==> src/ttc_cfg.svh <==
// Register map, field positions, reset values and timing counts of the thermal throttle block.
`ifndef TTC_CFG_SVH
`define TTC_CFG_SVH

`define TTC_ADDR_CTRL 4'h0
`define TTC_ADDR_CFG 4'h1
`define TTC_ADDR_STATUS 4'h2
`define TTC_ADDR_TEMP 4'h3
`define TTC_ADDR_THR 4'h4

`define TTC_CTRL_ODM_EN 4
`define TTC_CTRL_DUTY_LSB 1
`define TTC_CTRL_DUTY_MSB 3
`define TTC_CTRL_RESET 32'h0000_0000
`define TTC_CFG_AUTO_EN 0
`define TTC_CFG_FORCE_AUTO 1
`define TTC_CFG_IRQ_RISE 2
`define TTC_CFG_IRQ_FALL 3
`define TTC_CFG_RESET 32'h0000_0001
`define TTC_THR_RESET 32'h0000_0a14

`define TTC_HYST 7'h02
`define TTC_CAT_TEMP_C 125
`define TTC_MOD_PERIOD 8'h08
`define TTC_OOS_CYCLES 16'h0400

`endif

==> src/ttc_pkg.sv <==
// Types shared by the thermal throttle block.
package ttc_pkg;

    typedef enum logic [1:0] {
        TTC_PWR_NORMAL = 2'b00,
        TTC_PWR_LOW = 2'b01,
        TTC_PWR_DEEP = 2'b10
    } ttc_pwr_t;

    typedef enum logic [1:0] {
        TTC_THR_OFF = 2'b00,
        TTC_THR_AUTO = 2'b01,
        TTC_THR_ODM = 2'b10
    } ttc_thr_t;

    typedef struct packed {
        logic read;
        logic write;
        logic [3:0] address;
        logic [31:0] writedata;
    } ttc_avm_req_t;

    typedef struct packed {
        logic [6:0] offset;
        logic valid;
    } ttc_core_temp_t;

endpackage : ttc_pkg

==> src/ttc_thermal_throttle.sv <==
// Thermal throttle control: clock modulation, alert pin, trip output, per-core thermal interrupts and core 0 sensor status.
//
// Implementation choices: the address map and register access over Avalon-MM.
`timescale 1ns/1ps
`default_nettype none
`include "ttc_cfg.svh"

module ttc_thermal_throttle #(
    parameter int NUM_CORES = 2
) (
    // Clock and reset.
    input wire logic i_clk_sys,
    input wire logic i_rst,
    // Avalon-MM register slave.
    input wire ttc_pkg::ttc_avm_req_t i_avm,
    output logic [31:0] o_avm_readdata,
    output logic o_avm_waitrequest,
    // Per-core sensor offsets below maximum, and die temperature in degrees C.
    input wire logic [NUM_CORES*7-1:0] i_core_offset,
    input wire logic [7:0] i_die_temp_c,
    // Package power state.
    input wire ttc_pkg::ttc_pwr_t i_pwr_state,
    // Alert pin, active low, open drain.
    input wire logic i_thermal_alert_pin_n,
    output logic o_thermal_alert_pin_n,
    output logic o_thermal_alert_pin_oe,
    // Clock gating and events.
    output logic o_core_clk_en,
    output logic o_catastrophic_trip_out_n,
    output logic [NUM_CORES-1:0] o_core_thermal_irq
);
    import ttc_pkg::*;

    // ----------------------------------------
    // Register state
    // ----------------------------------------
    logic [31:0] ctrl_reg, ctrl_next;
    logic [31:0] cfg_reg, cfg_next;
    logic [31:0] thr_reg, thr_next;
    logic [7:0] sticky_reg, sticky_next;
    logic [31:0] rdata_reg, rdata_next;
    logic wait_reg, wait_next;

    // ----------------------------------------
    // Thermal state
    // ----------------------------------------
    logic ext_s1_reg, ext_s2_reg, ext_prev_reg;
    logic alert_d1_reg, alert_d2_reg;
    logic prime_reg;
    logic trip_n_reg, trip_n_next;
    logic hot_reg, hot_next;
    logic alert_reg, alert_next;
    logic trip_reg, trip_next;
    logic [7:0] phase_reg, phase_next;
    logic clk_en_reg, clk_en_next;
    ttc_thr_t mode_reg, mode_next;
    logic [15:0] oos_cnt_reg, oos_cnt_next;
    logic oos_reg, oos_next;
    logic [NUM_CORES-1:0] irq_reg, irq_next;
    logic [NUM_CORES-1:0] core_hot;
    logic [NUM_CORES-1:0] thr_a_below, thr_b_below;
    logic [NUM_CORES-1:0] thr_a_prev_reg, thr_b_prev_reg;
    logic [NUM_CORES-1:0] thr_evt;
    logic ext_hot;
    logic any_hot;
    logic any_cool;
    logic [2:0] duty;

    genvar g;
    generate
        for (g = 0; g < NUM_CORES; g++)
        begin : g_core
            logic [6:0] ofs;
            assign ofs = i_core_offset[g*7 +: 7];
            assign core_hot[g] = (ofs == 7'h00);
            assign thr_a_below[g] = (ofs <= thr_reg[6:0]);
            assign thr_b_below[g] = (ofs <= thr_reg[14:8]);
            // The first cycle after reset has no valid previous level to compare with.
            assign thr_evt[g] = prime_reg & ((thr_a_below[g] != thr_a_prev_reg[g])
                              | (thr_b_below[g] != thr_b_prev_reg[g]));
        end
    endgenerate

    always_comb
    begin
        any_cool = 1'b1;
        for (int i = 0; i < NUM_CORES; i++)
        begin
            if (i_core_offset[i*7 +: 7] < `TTC_HYST)
            begin
                any_cool = 1'b0;
            end
        end
    end

    assign any_hot = |core_hot;
    // external pull low; ext_s1_reg only feeds ext_s2_reg
    // Our own drive shows at the synchroniser output two cycles late, so a copy
    // delayed to match masks it; otherwise every release would throttle briefly.
    assign ext_hot = ~ext_s2_reg & ~alert_d2_reg;
    assign duty = ctrl_reg[`TTC_CTRL_DUTY_MSB:`TTC_CTRL_DUTY_LSB];

    // ----------------------------------------
    // Thermal next state
    // ----------------------------------------
    always_comb
    begin
        hot_next = hot_reg;
        // set at trip, clear below band
        if (any_hot)
        begin
            hot_next = 1'b1;
        end
        else if (any_cool)
        begin
            hot_next = 1'b0;
        end

        alert_next = alert_reg;
        case (i_pwr_state)
            TTC_PWR_NORMAL:
            begin
                alert_next = hot_reg;
            end
            TTC_PWR_LOW:
            begin
                alert_next = alert_reg;
            end
            TTC_PWR_DEEP:
            begin
                alert_next = 1'b0;
            end
            default:
            begin
                alert_next = 1'b0;
            end
        endcase

        trip_next = trip_reg | (i_die_temp_c >= 8'(`TTC_CAT_TEMP_C));
        trip_n_next = ~trip_next;

        // automatic first, package-wide, force ignores external
        if (cfg_reg[`TTC_CFG_AUTO_EN] & (hot_reg | ext_hot))
        begin
            mode_next = TTC_THR_AUTO;
        end
        else if (cfg_reg[`TTC_CFG_FORCE_AUTO] & hot_reg)
        begin
            mode_next = TTC_THR_AUTO;
        end
        else if (ctrl_reg[`TTC_CTRL_ODM_EN])
        begin
            mode_next = TTC_THR_ODM;
        end
        else
        begin
            mode_next = TTC_THR_OFF;
        end

        phase_next = (phase_reg == `TTC_MOD_PERIOD - 8'h01) ? 8'h00 : phase_reg + 8'h01;
        case (mode_reg)
            TTC_THR_AUTO:
            begin
                clk_en_next = phase_next < (`TTC_MOD_PERIOD >> 1);
            end
            TTC_THR_ODM:
            begin
                // duty eighths; zero code is treated as one eighth
                clk_en_next = phase_next < ((duty == 3'h0) ? 8'h01 : {5'h00, duty});
            end
            default:
            begin
                clk_en_next = 1'b1;
            end
        endcase
        if (trip_reg)
        begin
            clk_en_next = 1'b0;
        end

        oos_cnt_next = 16'h0000;
        oos_next = oos_reg;
        if ((mode_reg == TTC_THR_AUTO) & hot_reg)
        begin
            oos_cnt_next = (oos_cnt_reg == `TTC_OOS_CYCLES) ? oos_cnt_reg : oos_cnt_reg + 16'h0001;
            oos_next = (oos_cnt_reg == `TTC_OOS_CYCLES);
        end
        else
        begin
            oos_next = 1'b0;
        end
    end

    // ----------------------------------------
    // Register bus and sticky status
    // ----------------------------------------
    logic evt_rise, evt_fall, evt_oos;
    // Edges come from the synchronised pin, so an external pull raises them too.
    assign evt_rise = ~ext_s2_reg & ext_prev_reg;
    assign evt_fall = ext_s2_reg & ~ext_prev_reg;
    assign evt_oos = oos_next & ~oos_reg;

    always_comb
    begin
        ctrl_next = ctrl_reg;
        cfg_next = cfg_reg;
        thr_next = thr_reg;
        rdata_next = rdata_reg;
        sticky_next = sticky_reg;
        wait_next = 1'b1;
        irq_next = '0;
        // Single wait state: a request is accepted the cycle after it is first seen.
        if ((i_avm.read | i_avm.write) & wait_reg)
        begin
            wait_next = 1'b0;
        end
        if ((i_avm.read | i_avm.write) & ~wait_reg)
        begin
            wait_next = 1'b1;
        end
        if (i_avm.write & ~wait_reg)
        begin
            case (i_avm.address)
                `TTC_ADDR_CTRL: ctrl_next = {27'h0, i_avm.writedata[4:1], 1'b0};
                `TTC_ADDR_CFG: cfg_next = {28'h0, i_avm.writedata[3:0]};
                `TTC_ADDR_THR: thr_next = {17'h0, i_avm.writedata[14:8], 1'b0, i_avm.writedata[6:0]};
                `TTC_ADDR_STATUS: sticky_next = sticky_reg & ~i_avm.writedata[15:8];
                default: ;
            endcase
        end
        if (i_avm.read & wait_reg)
        begin
            case (i_avm.address)
                `TTC_ADDR_CTRL: rdata_next = ctrl_reg;
                `TTC_ADDR_CFG: rdata_next = cfg_reg;
                `TTC_ADDR_THR: rdata_next = thr_reg;
                `TTC_ADDR_STATUS: rdata_next = {16'h0, sticky_reg, 3'h0, trip_reg,
                                                oos_reg, alert_reg, mode_reg};
                `TTC_ADDR_TEMP: rdata_next = {16'h0, 7'h0,
                                              i_pwr_state == TTC_PWR_NORMAL,
                                              1'b0, i_core_offset[6:0]};
                default: rdata_next = 32'h0000_0000;
            endcase
        end
        // edge interrupts; set wins over clear
        if (evt_rise & cfg_reg[`TTC_CFG_IRQ_RISE])
        begin
            sticky_next[0] = 1'b1;
        end
        if (evt_fall & cfg_reg[`TTC_CFG_IRQ_FALL])
        begin
            sticky_next[1] = 1'b1;
        end
        if (evt_oos)
        begin
            sticky_next[2] = 1'b1;
        end
        if (|thr_evt)
        begin
            sticky_next[3] = 1'b1;
        end
        // thermal interrupts pulse to the local controller, which latches them
        for (int i = 0; i < NUM_CORES; i++)
        begin
            irq_next[i] = (evt_rise & cfg_reg[`TTC_CFG_IRQ_RISE])
                        | (evt_fall & cfg_reg[`TTC_CFG_IRQ_FALL])
                        | evt_oos | thr_evt[i];
        end
    end

    // ----------------------------------------
    // Registers
    // ----------------------------------------
    always_ff @(posedge i_clk_sys or posedge i_rst)
    begin
        if (i_rst)
        begin
            ctrl_reg <= `TTC_CTRL_RESET;
            cfg_reg <= `TTC_CFG_RESET;
            thr_reg <= `TTC_THR_RESET;
            sticky_reg <= 8'h00;
            rdata_reg <= 32'h0000_0000;
            wait_reg <= 1'b1;
            ext_s1_reg <= 1'b1;
            ext_s2_reg <= 1'b1;
            ext_prev_reg <= 1'b1;
            alert_d1_reg <= 1'b0;
            alert_d2_reg <= 1'b0;
            prime_reg <= 1'b0;
            trip_n_reg <= 1'b1;
            hot_reg <= 1'b0;
            alert_reg <= 1'b0;
            trip_reg <= 1'b0;
            phase_reg <= 8'h00;
            clk_en_reg <= 1'b1;
            mode_reg <= TTC_THR_OFF;
            oos_cnt_reg <= 16'h0000;
            oos_reg <= 1'b0;
            irq_reg <= '0;
            thr_a_prev_reg <= '0;
            thr_b_prev_reg <= '0;
        end
        else
        begin
            ctrl_reg <= ctrl_next;
            cfg_reg <= cfg_next;
            thr_reg <= thr_next;
            sticky_reg <= sticky_next;
            rdata_reg <= rdata_next;
            wait_reg <= wait_next;
            ext_s1_reg <= i_thermal_alert_pin_n;
            ext_s2_reg <= ext_s1_reg;
            ext_prev_reg <= ext_s2_reg;
            alert_d1_reg <= alert_reg;
            alert_d2_reg <= alert_d1_reg;
            prime_reg <= 1'b1;
            trip_n_reg <= trip_n_next;
            hot_reg <= hot_next;
            alert_reg <= alert_next;
            trip_reg <= trip_next;
            phase_reg <= phase_next;
            clk_en_reg <= clk_en_next;
            mode_reg <= mode_next;
            oos_cnt_reg <= oos_cnt_next;
            oos_reg <= oos_next;
            irq_reg <= irq_next;
            thr_a_prev_reg <= thr_a_below;
            thr_b_prev_reg <= thr_b_below;
        end
    end

    // ----------------------------------------
    // Outputs
    // ----------------------------------------
    // The pin is open drain: drive low only, never high.
    assign o_thermal_alert_pin_n = 1'b0;
    assign o_thermal_alert_pin_oe = alert_reg;
    assign o_core_clk_en = clk_en_reg;
    assign o_catastrophic_trip_out_n = trip_n_reg;
    assign o_core_thermal_irq = irq_reg;
    assign o_avm_readdata = rdata_reg;
    assign o_avm_waitrequest = wait_reg;

endmodule : ttc_thermal_throttle
`default_nettype wire

==> config.mk <==
export PLATFORM = sky130hd
export DESIGN_NAME = ttc_thermal_throttle
export DESIGN_NICKNAME = d
export VERILOG_FILES = /design/src/ttc_pkg.sv /design/src/ttc_thermal_throttle.sv
export VERILOG_INCLUDE_DIRS = /design/src /design/src/src
export SDC_FILE = /design/constraint.sdc
export NUM_CORES = 1
export LEC_CHECK = 0
export BUFFER_PORTS_ARGS = -buffer_cell sky130_fd_sc_hd__buf_2
export CAP_MARGIN = 10
export CORE_UTILIZATION = 30
export CTS_CLUSTER_DIAMETER = 30
export CTS_CLUSTER_SIZE = 30
export DETAILED_ROUTE_END_ITERATION = 16
export GPL_TIMING_DRIVEN = 0
export MAX_ROUTING_LAYER = met4
export PLACE_DENSITY = 0.54
export RECOVER_POWER = 25
export SLEW_MARGIN = 20
export SYNTH_ARGS = -nofsm -noshare
export SYNTH_HDL_FRONTEND = slang
export SYNTH_SLANG_ARGS = --single-unit
==> constraint.sdc <==
create_clock -name i_clk_sys -period 6.29 [get_ports i_clk_sys]
set_input_delay 0.629 -clock i_clk_sys [delete_from_list [all_inputs] [get_ports i_clk_sys]]
set_output_delay 0.629 -clock i_clk_sys [all_outputs]
set_load 0.05 [all_outputs]
==> key figures, run 1 <==
Clocking
  – Clock H-tree levels: 3
  – Clk_lat worst skew: 0.34 ns
  – CTS clock-pin slew for the worst setup and hold paths: 0.06 ns
  – Sink Count: 90
  – Clock buffer depth: 2
  – Hold_buf cts: 0
  – Root Buffer: clkbuf_16
  – Postcts setup bufs: 0
  – CTS tree: yes
  – CTS buffer count: 9
  – Quantity of gates resized following cts: 0

Run status
  – Status: finished, violations left
  – Failing checks: max-capacitance violations, max-slew violations

Worst setup path
  – Crit-path max FO: 3
  – Crit Path Category: reg2reg
  – Largest stage delay, worst path: 0.55 ns
  – Reg-to-Reg End: sticky_reg[3]$_DFFE_PP0P_
  – Worst reg2reg setup slack: 3.78 ns
  – FF-to-FF path depth: 8
  – R2r startpoint: thr_reg[4]$_DFFE_PP1P_
  – CP startpoint kind: flop
  – Worst Path Required: 6.51 ns
  – Slowest CP cell: dfstp_2
  – Setup crit end kind: flop
  – CP cell instances: inv_1 -> ha_1 -> a211oi_1 -> nor2_1 -> o32ai_1 -> xor2_1 -> o41ai_1 -> nand2_1
  – CP arrival: 2.72 ns

Global route
  – Tot GR Track Use: 15.3%
  – First-pass GRT wire length: 18500 um
  – Global route overflow: 0
  – Vias in the first global route: 3599
  – Number of antenna violations at the first check in global routing: 0
  – Largest net degree at the start of global routing: 47

Pwr
  – Gate power share: 20.7%
  – Peak supply drop: 0.000140 V
  – Total leakage power: 2.79 nW
  – Clock Power Share: 36.2%
  – Sw Ratio: 28.8%
  – Internal power: 1.13 mW
  – Seq pwr share: 43.1%
  – Psw: 0.457 mW
  – Power per cell area: 274 mW/mm^2
  – Total Power: 1.59 mW

STA
  – Final number of hold-violating endpoints: 0
  – Fin crit share: 39.9%
  – Setup WS post-layout: 3.78 ns
  – Final setup fails: 0
  – Setup TNS: 0 ns
  – Skew final: 0.00765 ns
  – Period minus WS final: 2.51 ns
  – Fmax: 0.399 GHz
  – Slew Limit Fails: 45
  – Max-slew headroom: -38.2%
  – RSZ-0062 raised after global routing: no
  – Slew of the pin with the lowest slew margin: 2.06 ns

Finish
  – Register area: 0.00227 sq mm
  – Area of the multi-input gates: 0.00229 sq mm
  – Nets: 640
  – Commonest non-fill, non-tap cell in the layout: dfrtp_1
  – N_diodes: 0
  – Most frequent cells in the layout: 79 x dfrtp_1, 70 x buf_2, 41 x nand2_1
  – Cell Count, Final, Fillers Out: 756
  – Filler cells: 1494
  – Area delta synth->final: 21.3%
  – Max reg flops: 16
  – Ratio of cells with drive above 1 in the final layout: 26.8%

Placement
  – IO Port Bufs: 68
  – DP Worst Slack: 3.67 ns
  – Post-DP HPWL: 8660 um
  – Placer Congestion: 0.888
  – Placed cells: 740

Die
  – Die ar.: 0.0164 sq mm
  – Ports: 104
  – Die X-Extent: 128 um
  – Die height: 128 um
  – Row count: 45
  – Initial core utilization: 31.0%
  – Core area: 0.0154 sq mm

Routing
  – Violation count after the first detailed-routing iteration: 292
  – DRT Pass-1 Iters: 5
  – Vias: 3604
  – Vias/cell: 4.77
  – DRC violations left: 0
  – Final WL: 11200 um
  – Remaining antenna violation count after routing: 0
  – Drt wl/cell: 14.9 um

Min path
  – Cells on Worst Hold Path: 0
  – Hold EP: alert_d2_reg$_DFF_PP0_
  – Hold Crit Class: reg2reg
  – Hold_sp: alert_d1_reg$_DFF_PP0_

Synth
  – Syn_area_per_cell: 10.8 sq um
  – Post-synth top flop: dfrtp_1
  – Sequential share of the synthesized area: 47.5%
  – Ys Warns: 0
  – Async set-reset flop share out of synthesis: 100%
  – Count of different cell masters after synthesis: 52
  – Mapped Cells: 443
  – Synth Cell Area: 0.00477 sq mm
  – Seq cells post-synth: 90
  – EDFF count, synth: 0

Flow run
  – Max Cap Violations: 1
[metal layers]
layer | up-vias | routed length (um) | global-route usage, %
met2 | 106 | 5090 | 22.6
li1 | 1742 | - | -
met3 | 20 | 481 | 2.46
met5 | - | 0 | -
met1 | 1736 | 5400 | 20.9
met4 | 0 | 259 | 6.30
[Yosys cell counts, types with 11 or more instances]
library cell   n  area (sq um)
a21oi_1       14          70.1
buf_4         19           143
dfrtp_1       79          1980
dfstp_2       11           289
ha_1          35           438
inv_1         25          93.8
mux2_2        13           146
nand2_1       41           154
nand3_1       12          60.1
nor2_1        40           150
o21ai_0       20           100
xor2_1        16           140
[through the flow]
step | util (%) | cell area (sq um) | hold WS [ns]
2_1_floorplan | - | 4830 | 0.331
3_3_place_gp | 35.4 | 5440 | 0.335
3_5_place_dp | 35.6 | 5470 | 0.336
4_1_cts | 37.7 | 5790 | 0.350
5_1_grt | 37.7 | 5790 | 0.360
6_report | 37.7 | 5790 | 0.350
[cell families (layout without fill, tap and decap cells)]
kind of cell,after synthesis,count (layout),share of synthesized area (%)
and+or+nand+nor,139,139,15.4
DFF,90,90,47.5
AOI/OAI and AO/OA,78,78,11.3
buffers and inverters,52,137,5.80
adders and majority gates,35,35,9.18
muxes,24,24,6.43
xor gates and xnor gates,23,23,4.22
other,2,19,0.157
[worst max-delay path, delay by kind of cell, from the launching register on]
family                   cells  cell delay (ns)
AO/OA/AOI/OAI                3             1.15
flip-flops                   1             0.55
adder cells (fa/ha/maj)      1             0.30
XOR/XNOR                     1             0.16
AND/OR/NAND/NOR              2             0.15
buffers and inverters        1             0.08
[worst max-delay path by stage]
stage | startpoint | endpoint | slack [ns] | depth (start not counted)
after detailed placement | i_core_offset[11] | sticky_reg[3]$_DFFE_PP0P_ | 3.67 | 8
after global routing | thr_reg[4]$_DFFE_PP1P_ | sticky_reg[3]$_DFFE_PP0P_ | 3.52 | 8
final | thr_reg[4]$_DFFE_PP1P_ | sticky_reg[3]$_DFFE_PP0P_ | 3.78 | 8
after floorplan | i_rst | alert_d1_reg$_DFF_PP0_ | 3.34 | 1
after CTS | thr_reg[4]$_DFFE_PP1P_ | sticky_reg[3]$_DFFE_PP0P_ | 3.81 | 8
after global placement | i_rst | thr_a_prev_reg[1]$_DFF_PP0_ | 2.24 | 2
[layout make-up]
type	instances	share of cell area (%)
buffer	27	3.16
clock buffer	11	4.19
clock inverter	5	1.36
inverter	25	1.64
multi-input combinational	318	39.6
sequential	90	39.1
tap	211	4.56
timing repair buffer	69	6.35
[power groups by stage]
stage | registers (mW) | logic [mW] | clock network [mW]
after floorplan | 0.712 | 0.211 | 0
after global placement | 0.693 | 0.315 | 0
after detailed placement | 0.695 | 0.329 | 0
after CTS | 0.684 | 0.330 | 0.589
after global routing | 0.692 | 0.369 | 0.617
final | 0.685 | 0.328 | 0.575
No activity file was read; power rests on OpenSTA's default activity.
==> inputs of run 2 (changes only) <==
Settings changed: PLACE_DENSITY 0.54 to 0.56.
Clock period 6.29 ns to 2.2 ns, I/O delays scaled along.
==> run 2 against run 1 <==
  * The run now ends clean
  * Final cell count up 1.5%
  * Clock skew up 0.00079 ns
  * Clock-buffer cell count up 3
  * Maximum frequency up 18%
  * Global-route usage up 0.056 points
  * Routed wire length up 3.7%
  * Critical endpoint unchanged
  * Largest power group unchanged
==> key figures, run 2 (same netlist as run 1, synthesis figures left out) <==
Die
  – Ports: 104 (unchanged)
  – Die height: 128 um (unchanged)
  – Die ar.: 0.0164 sq mm (unchanged)
  – Core area: 0.0154 sq mm (unchanged)
  – Die X-Extent: 128 um (unchanged)
  – Row count: 45 (unchanged)
  – Initial core utilization: 31.0% (unchanged)

Routing
  – Violation count after the first detailed-routing iteration: 200 (-32%)
  – DRC violations left: 0 (unchanged)
  – Vias: 3638 (+0.94%)
  – Drt wl/cell: 15.2 um (+2.2%)
  – Vias/cell: 4.74 (-0.50%)
  – Remaining antenna violation count after routing: 0 (unchanged)
  – Final WL: 11600 um (+3.7%)
  – DRT Pass-1 Iters: 5 (unchanged)

STA
  – Max-slew headroom: 22.9% (+61 points)
  – RSZ-0062 raised after global routing: yes
  – Final setup fails: 0 (unchanged)
  – Fin crit share: 96.5% (+57 points)
  – Skew final: 0.00844 ns (+0.000792 ns)
  – Slew of the pin with the lowest slew margin: 1.15 ns (-0.911 ns)
  – Setup TNS: 0 ns (unchanged)
  – Final number of hold-violating endpoints: 0 (unchanged)
  – Slew Limit Fails: 0 (-100%)
  – Period minus WS final: 2.12 ns (-0.385 ns)
  – Fmax: 0.471 GHz (+18%)
  – Setup WS post-layout: 0.0775 ns (-3.70 ns)

Worst setup path
  – CP cell instances: inv_4 -> ha_4 -> a21oi_4 -> a21oi_2 -> o32ai_4 -> xor2_2 -> o41ai_2 -> nand2_1
  – CP arrival: 2.34 ns (-0.38 ns)
  – Largest stage delay, worst path: 0.58 ns (+0.03 ns)
  – Crit-path max FO: 3 (unchanged)
  – Worst Path Required: 2.42 ns (-4.09 ns)
  – Slowest CP cell: dfstp_2
  – Crit Path Category: reg2reg
  – Setup crit end kind: flop
  – CP startpoint kind: flop

Global route
  – Global route overflow: 0 (unchanged)
  – GRT met3 Usage: 3.05% (+0.58 points)
  – GR Util met1: 20.3% (-0.52 points)
  – M2 GR Usage: 23.4% (+0.80 points)
  – Largest net degree at the start of global routing: 35 (-26%)
  – Tot GR Track Use: 15.4% (+0.056 points)
  – Number of antenna violations at the first check in global routing: 0 (unchanged)
  – Vias in the first global route: 3705 (+2.9%)
  – GR peak layer: met2
  – First-pass GRT wire length: 18700 um (+1.2%)

Finish
  – Filler cells: 1503 (+0.60%)
  – Nets: 651 (+1.7%)
  – Area delta synth->final: 26.5%
  – Max reg flops: 16 (unchanged)
  – Final instance area: 0.00604 sq mm (+4.3%)
  – N_diodes: 0 (unchanged)
  – Most frequent cells in the layout: 79 x dfrtp_1, 69 x buf_2, 41 x nand2_1
  – Ratio of cells with drive above 1 in the final layout: 31.5% (+4.7 points)
  – Commonest non-fill, non-tap cell in the layout: dfrtp_1

Clocking
  – Sink Count: 90 (unchanged)
  – CTS tree: yes
  – CTS buffer count: 9 (unchanged)
  – CTS clock-pin slew for the worst setup and hold paths: 0.06 ns (about the same)
  – Clk_lat worst skew: 0.34 ns (about the same)
  – Clock H-tree levels: 3 (unchanged)
  – Clock buffer depth: 2 (unchanged)
  – Root Buffer: clkbuf_16

Placement
  – Post-DP HPWL: 8890 um (+2.7%)
  – Placed cell areas: 0.00548 sq mm (+0.25%)
  – Placer Congestion: 0.829 (-6.6%)
  – IO Port Bufs: 68 (unchanged)
  – DP Worst Slack: -0.237 ns (-3.90 ns)

Pwr
  – Total Power: 4.76 mW (+200%)
  – Power per cell area: 789 mW/mm^2 (+190%)
  – Total leakage power: 2.85 nW (+2.2%)
  – Peak supply drop: 0.000387 V (+180%)

Min path
  – Hold Crit Class: in2reg

Flow run
  – Max Cap Violations: 0 (-1)

Run status
  – Status: complete, no violations
run 2: cell types whose count changed in the layout (fill, tap and decap cells not counted), moves of 4 or more:
cell | before | now
a21oi_1 | 14 | 10
buf_4 | 19 | 27
clkbuf_1 | 6 | 10
ha_1 | 35 | 30
ha_4 | 0 | 5
inv_1 | 24 | 18
inv_2 | 0 | 4
o32ai_1 | 4 | 0
run 2: critical path: cells and delay by family, from the launching register on:
family	cells	cell delay, ns
fa+ha+maj	1	0.23
buf+inv	1	0.06
flops	1	0.58
simple gates	1	0.09
compound gates	4	0.89
xor+xnor	1	0.13
run 2: timing repair:
| item | in CTS | in global routing |
|---|---|---|
| endpoints found under the hold margin | 20 | 0 |
| hold buffers | 2 | 0 |
| gates cloned | 0 | 0 |
| pin swaps | 5 | 13 |
| resized for setup | 9 | 23 |
| setup buffers | 2 | 6 |
| setup endpoints to repair | 2 | 2 |
run 2: layout make-up:
class / instances / area, sq um / area share [%]
plain buffers: 27 / 183 / 3.03
clock buffers: 14 / 254 / 4.21
clock inverters: 2 / 60.1 / 0.995
inverters: 25 / 100 / 1.66
multi-input cells: 318 / 2450 / 40.6
flip-flops and latches: 90 / 2270 / 37.5
well taps: 211 / 264 / 4.37
repair buffers: 80 / 459 / 7.61
run 2: where the power goes:
part	leakage [nW]	switching, mW	internal (mW)
clock	0.151	0.625	1.03
sequential	1.16	0.129	1.83
combinational	1.54	0.642	0.506
total	2.85	1.40	3.37
run 2: metal layers:
metal | share of wire, % | routed length (um)
met2 | 46 | 5350
met1 | 48 | 5560
met3 | 4.7 | 543
met5 | 0 | 0
met4 | 1.6 | 185
run 2: through the flow:
step | std cells | utilization [%] | hold WS [ns]
floorplan | 460 | - | 0.224
finish | 767 | 39.3 | 0.0493
global route | 767 | 39.3 | 0.0542
CTS | 761 | 38.4 | 0.0348
global placement | 739 | 35.4 | 0.334
detailed placement | 741 | 35.7 | 0.307
run 2: final timing paths:
check,cells past startpoint,to,start,slack [ns]
setup / recovery,8,sticky_reg[3]$_DFFE_PP0P_,thr_reg[2]$_DFFE_PP1P_,0.08
hold / removal,2,o_avm_waitrequest$_DFF_PP1_,i_avm[36],0.05
setup reg to reg,8,sticky_reg[3]$_DFFE_PP0P_,thr_reg[2]$_DFFE_PP1P_,0.08
hold reg to reg,0,alert_d2_reg$_DFF_PP0_,alert_d1_reg$_DFF_PP0_,0.35
max in group asynchronous,5,thr_reg[9]$_DFFE_PP1P_,i_rst,0.56
min in group asynchronous,3,oos_cnt_reg[9]$_DFFE_PP0N_,i_rst,0.65
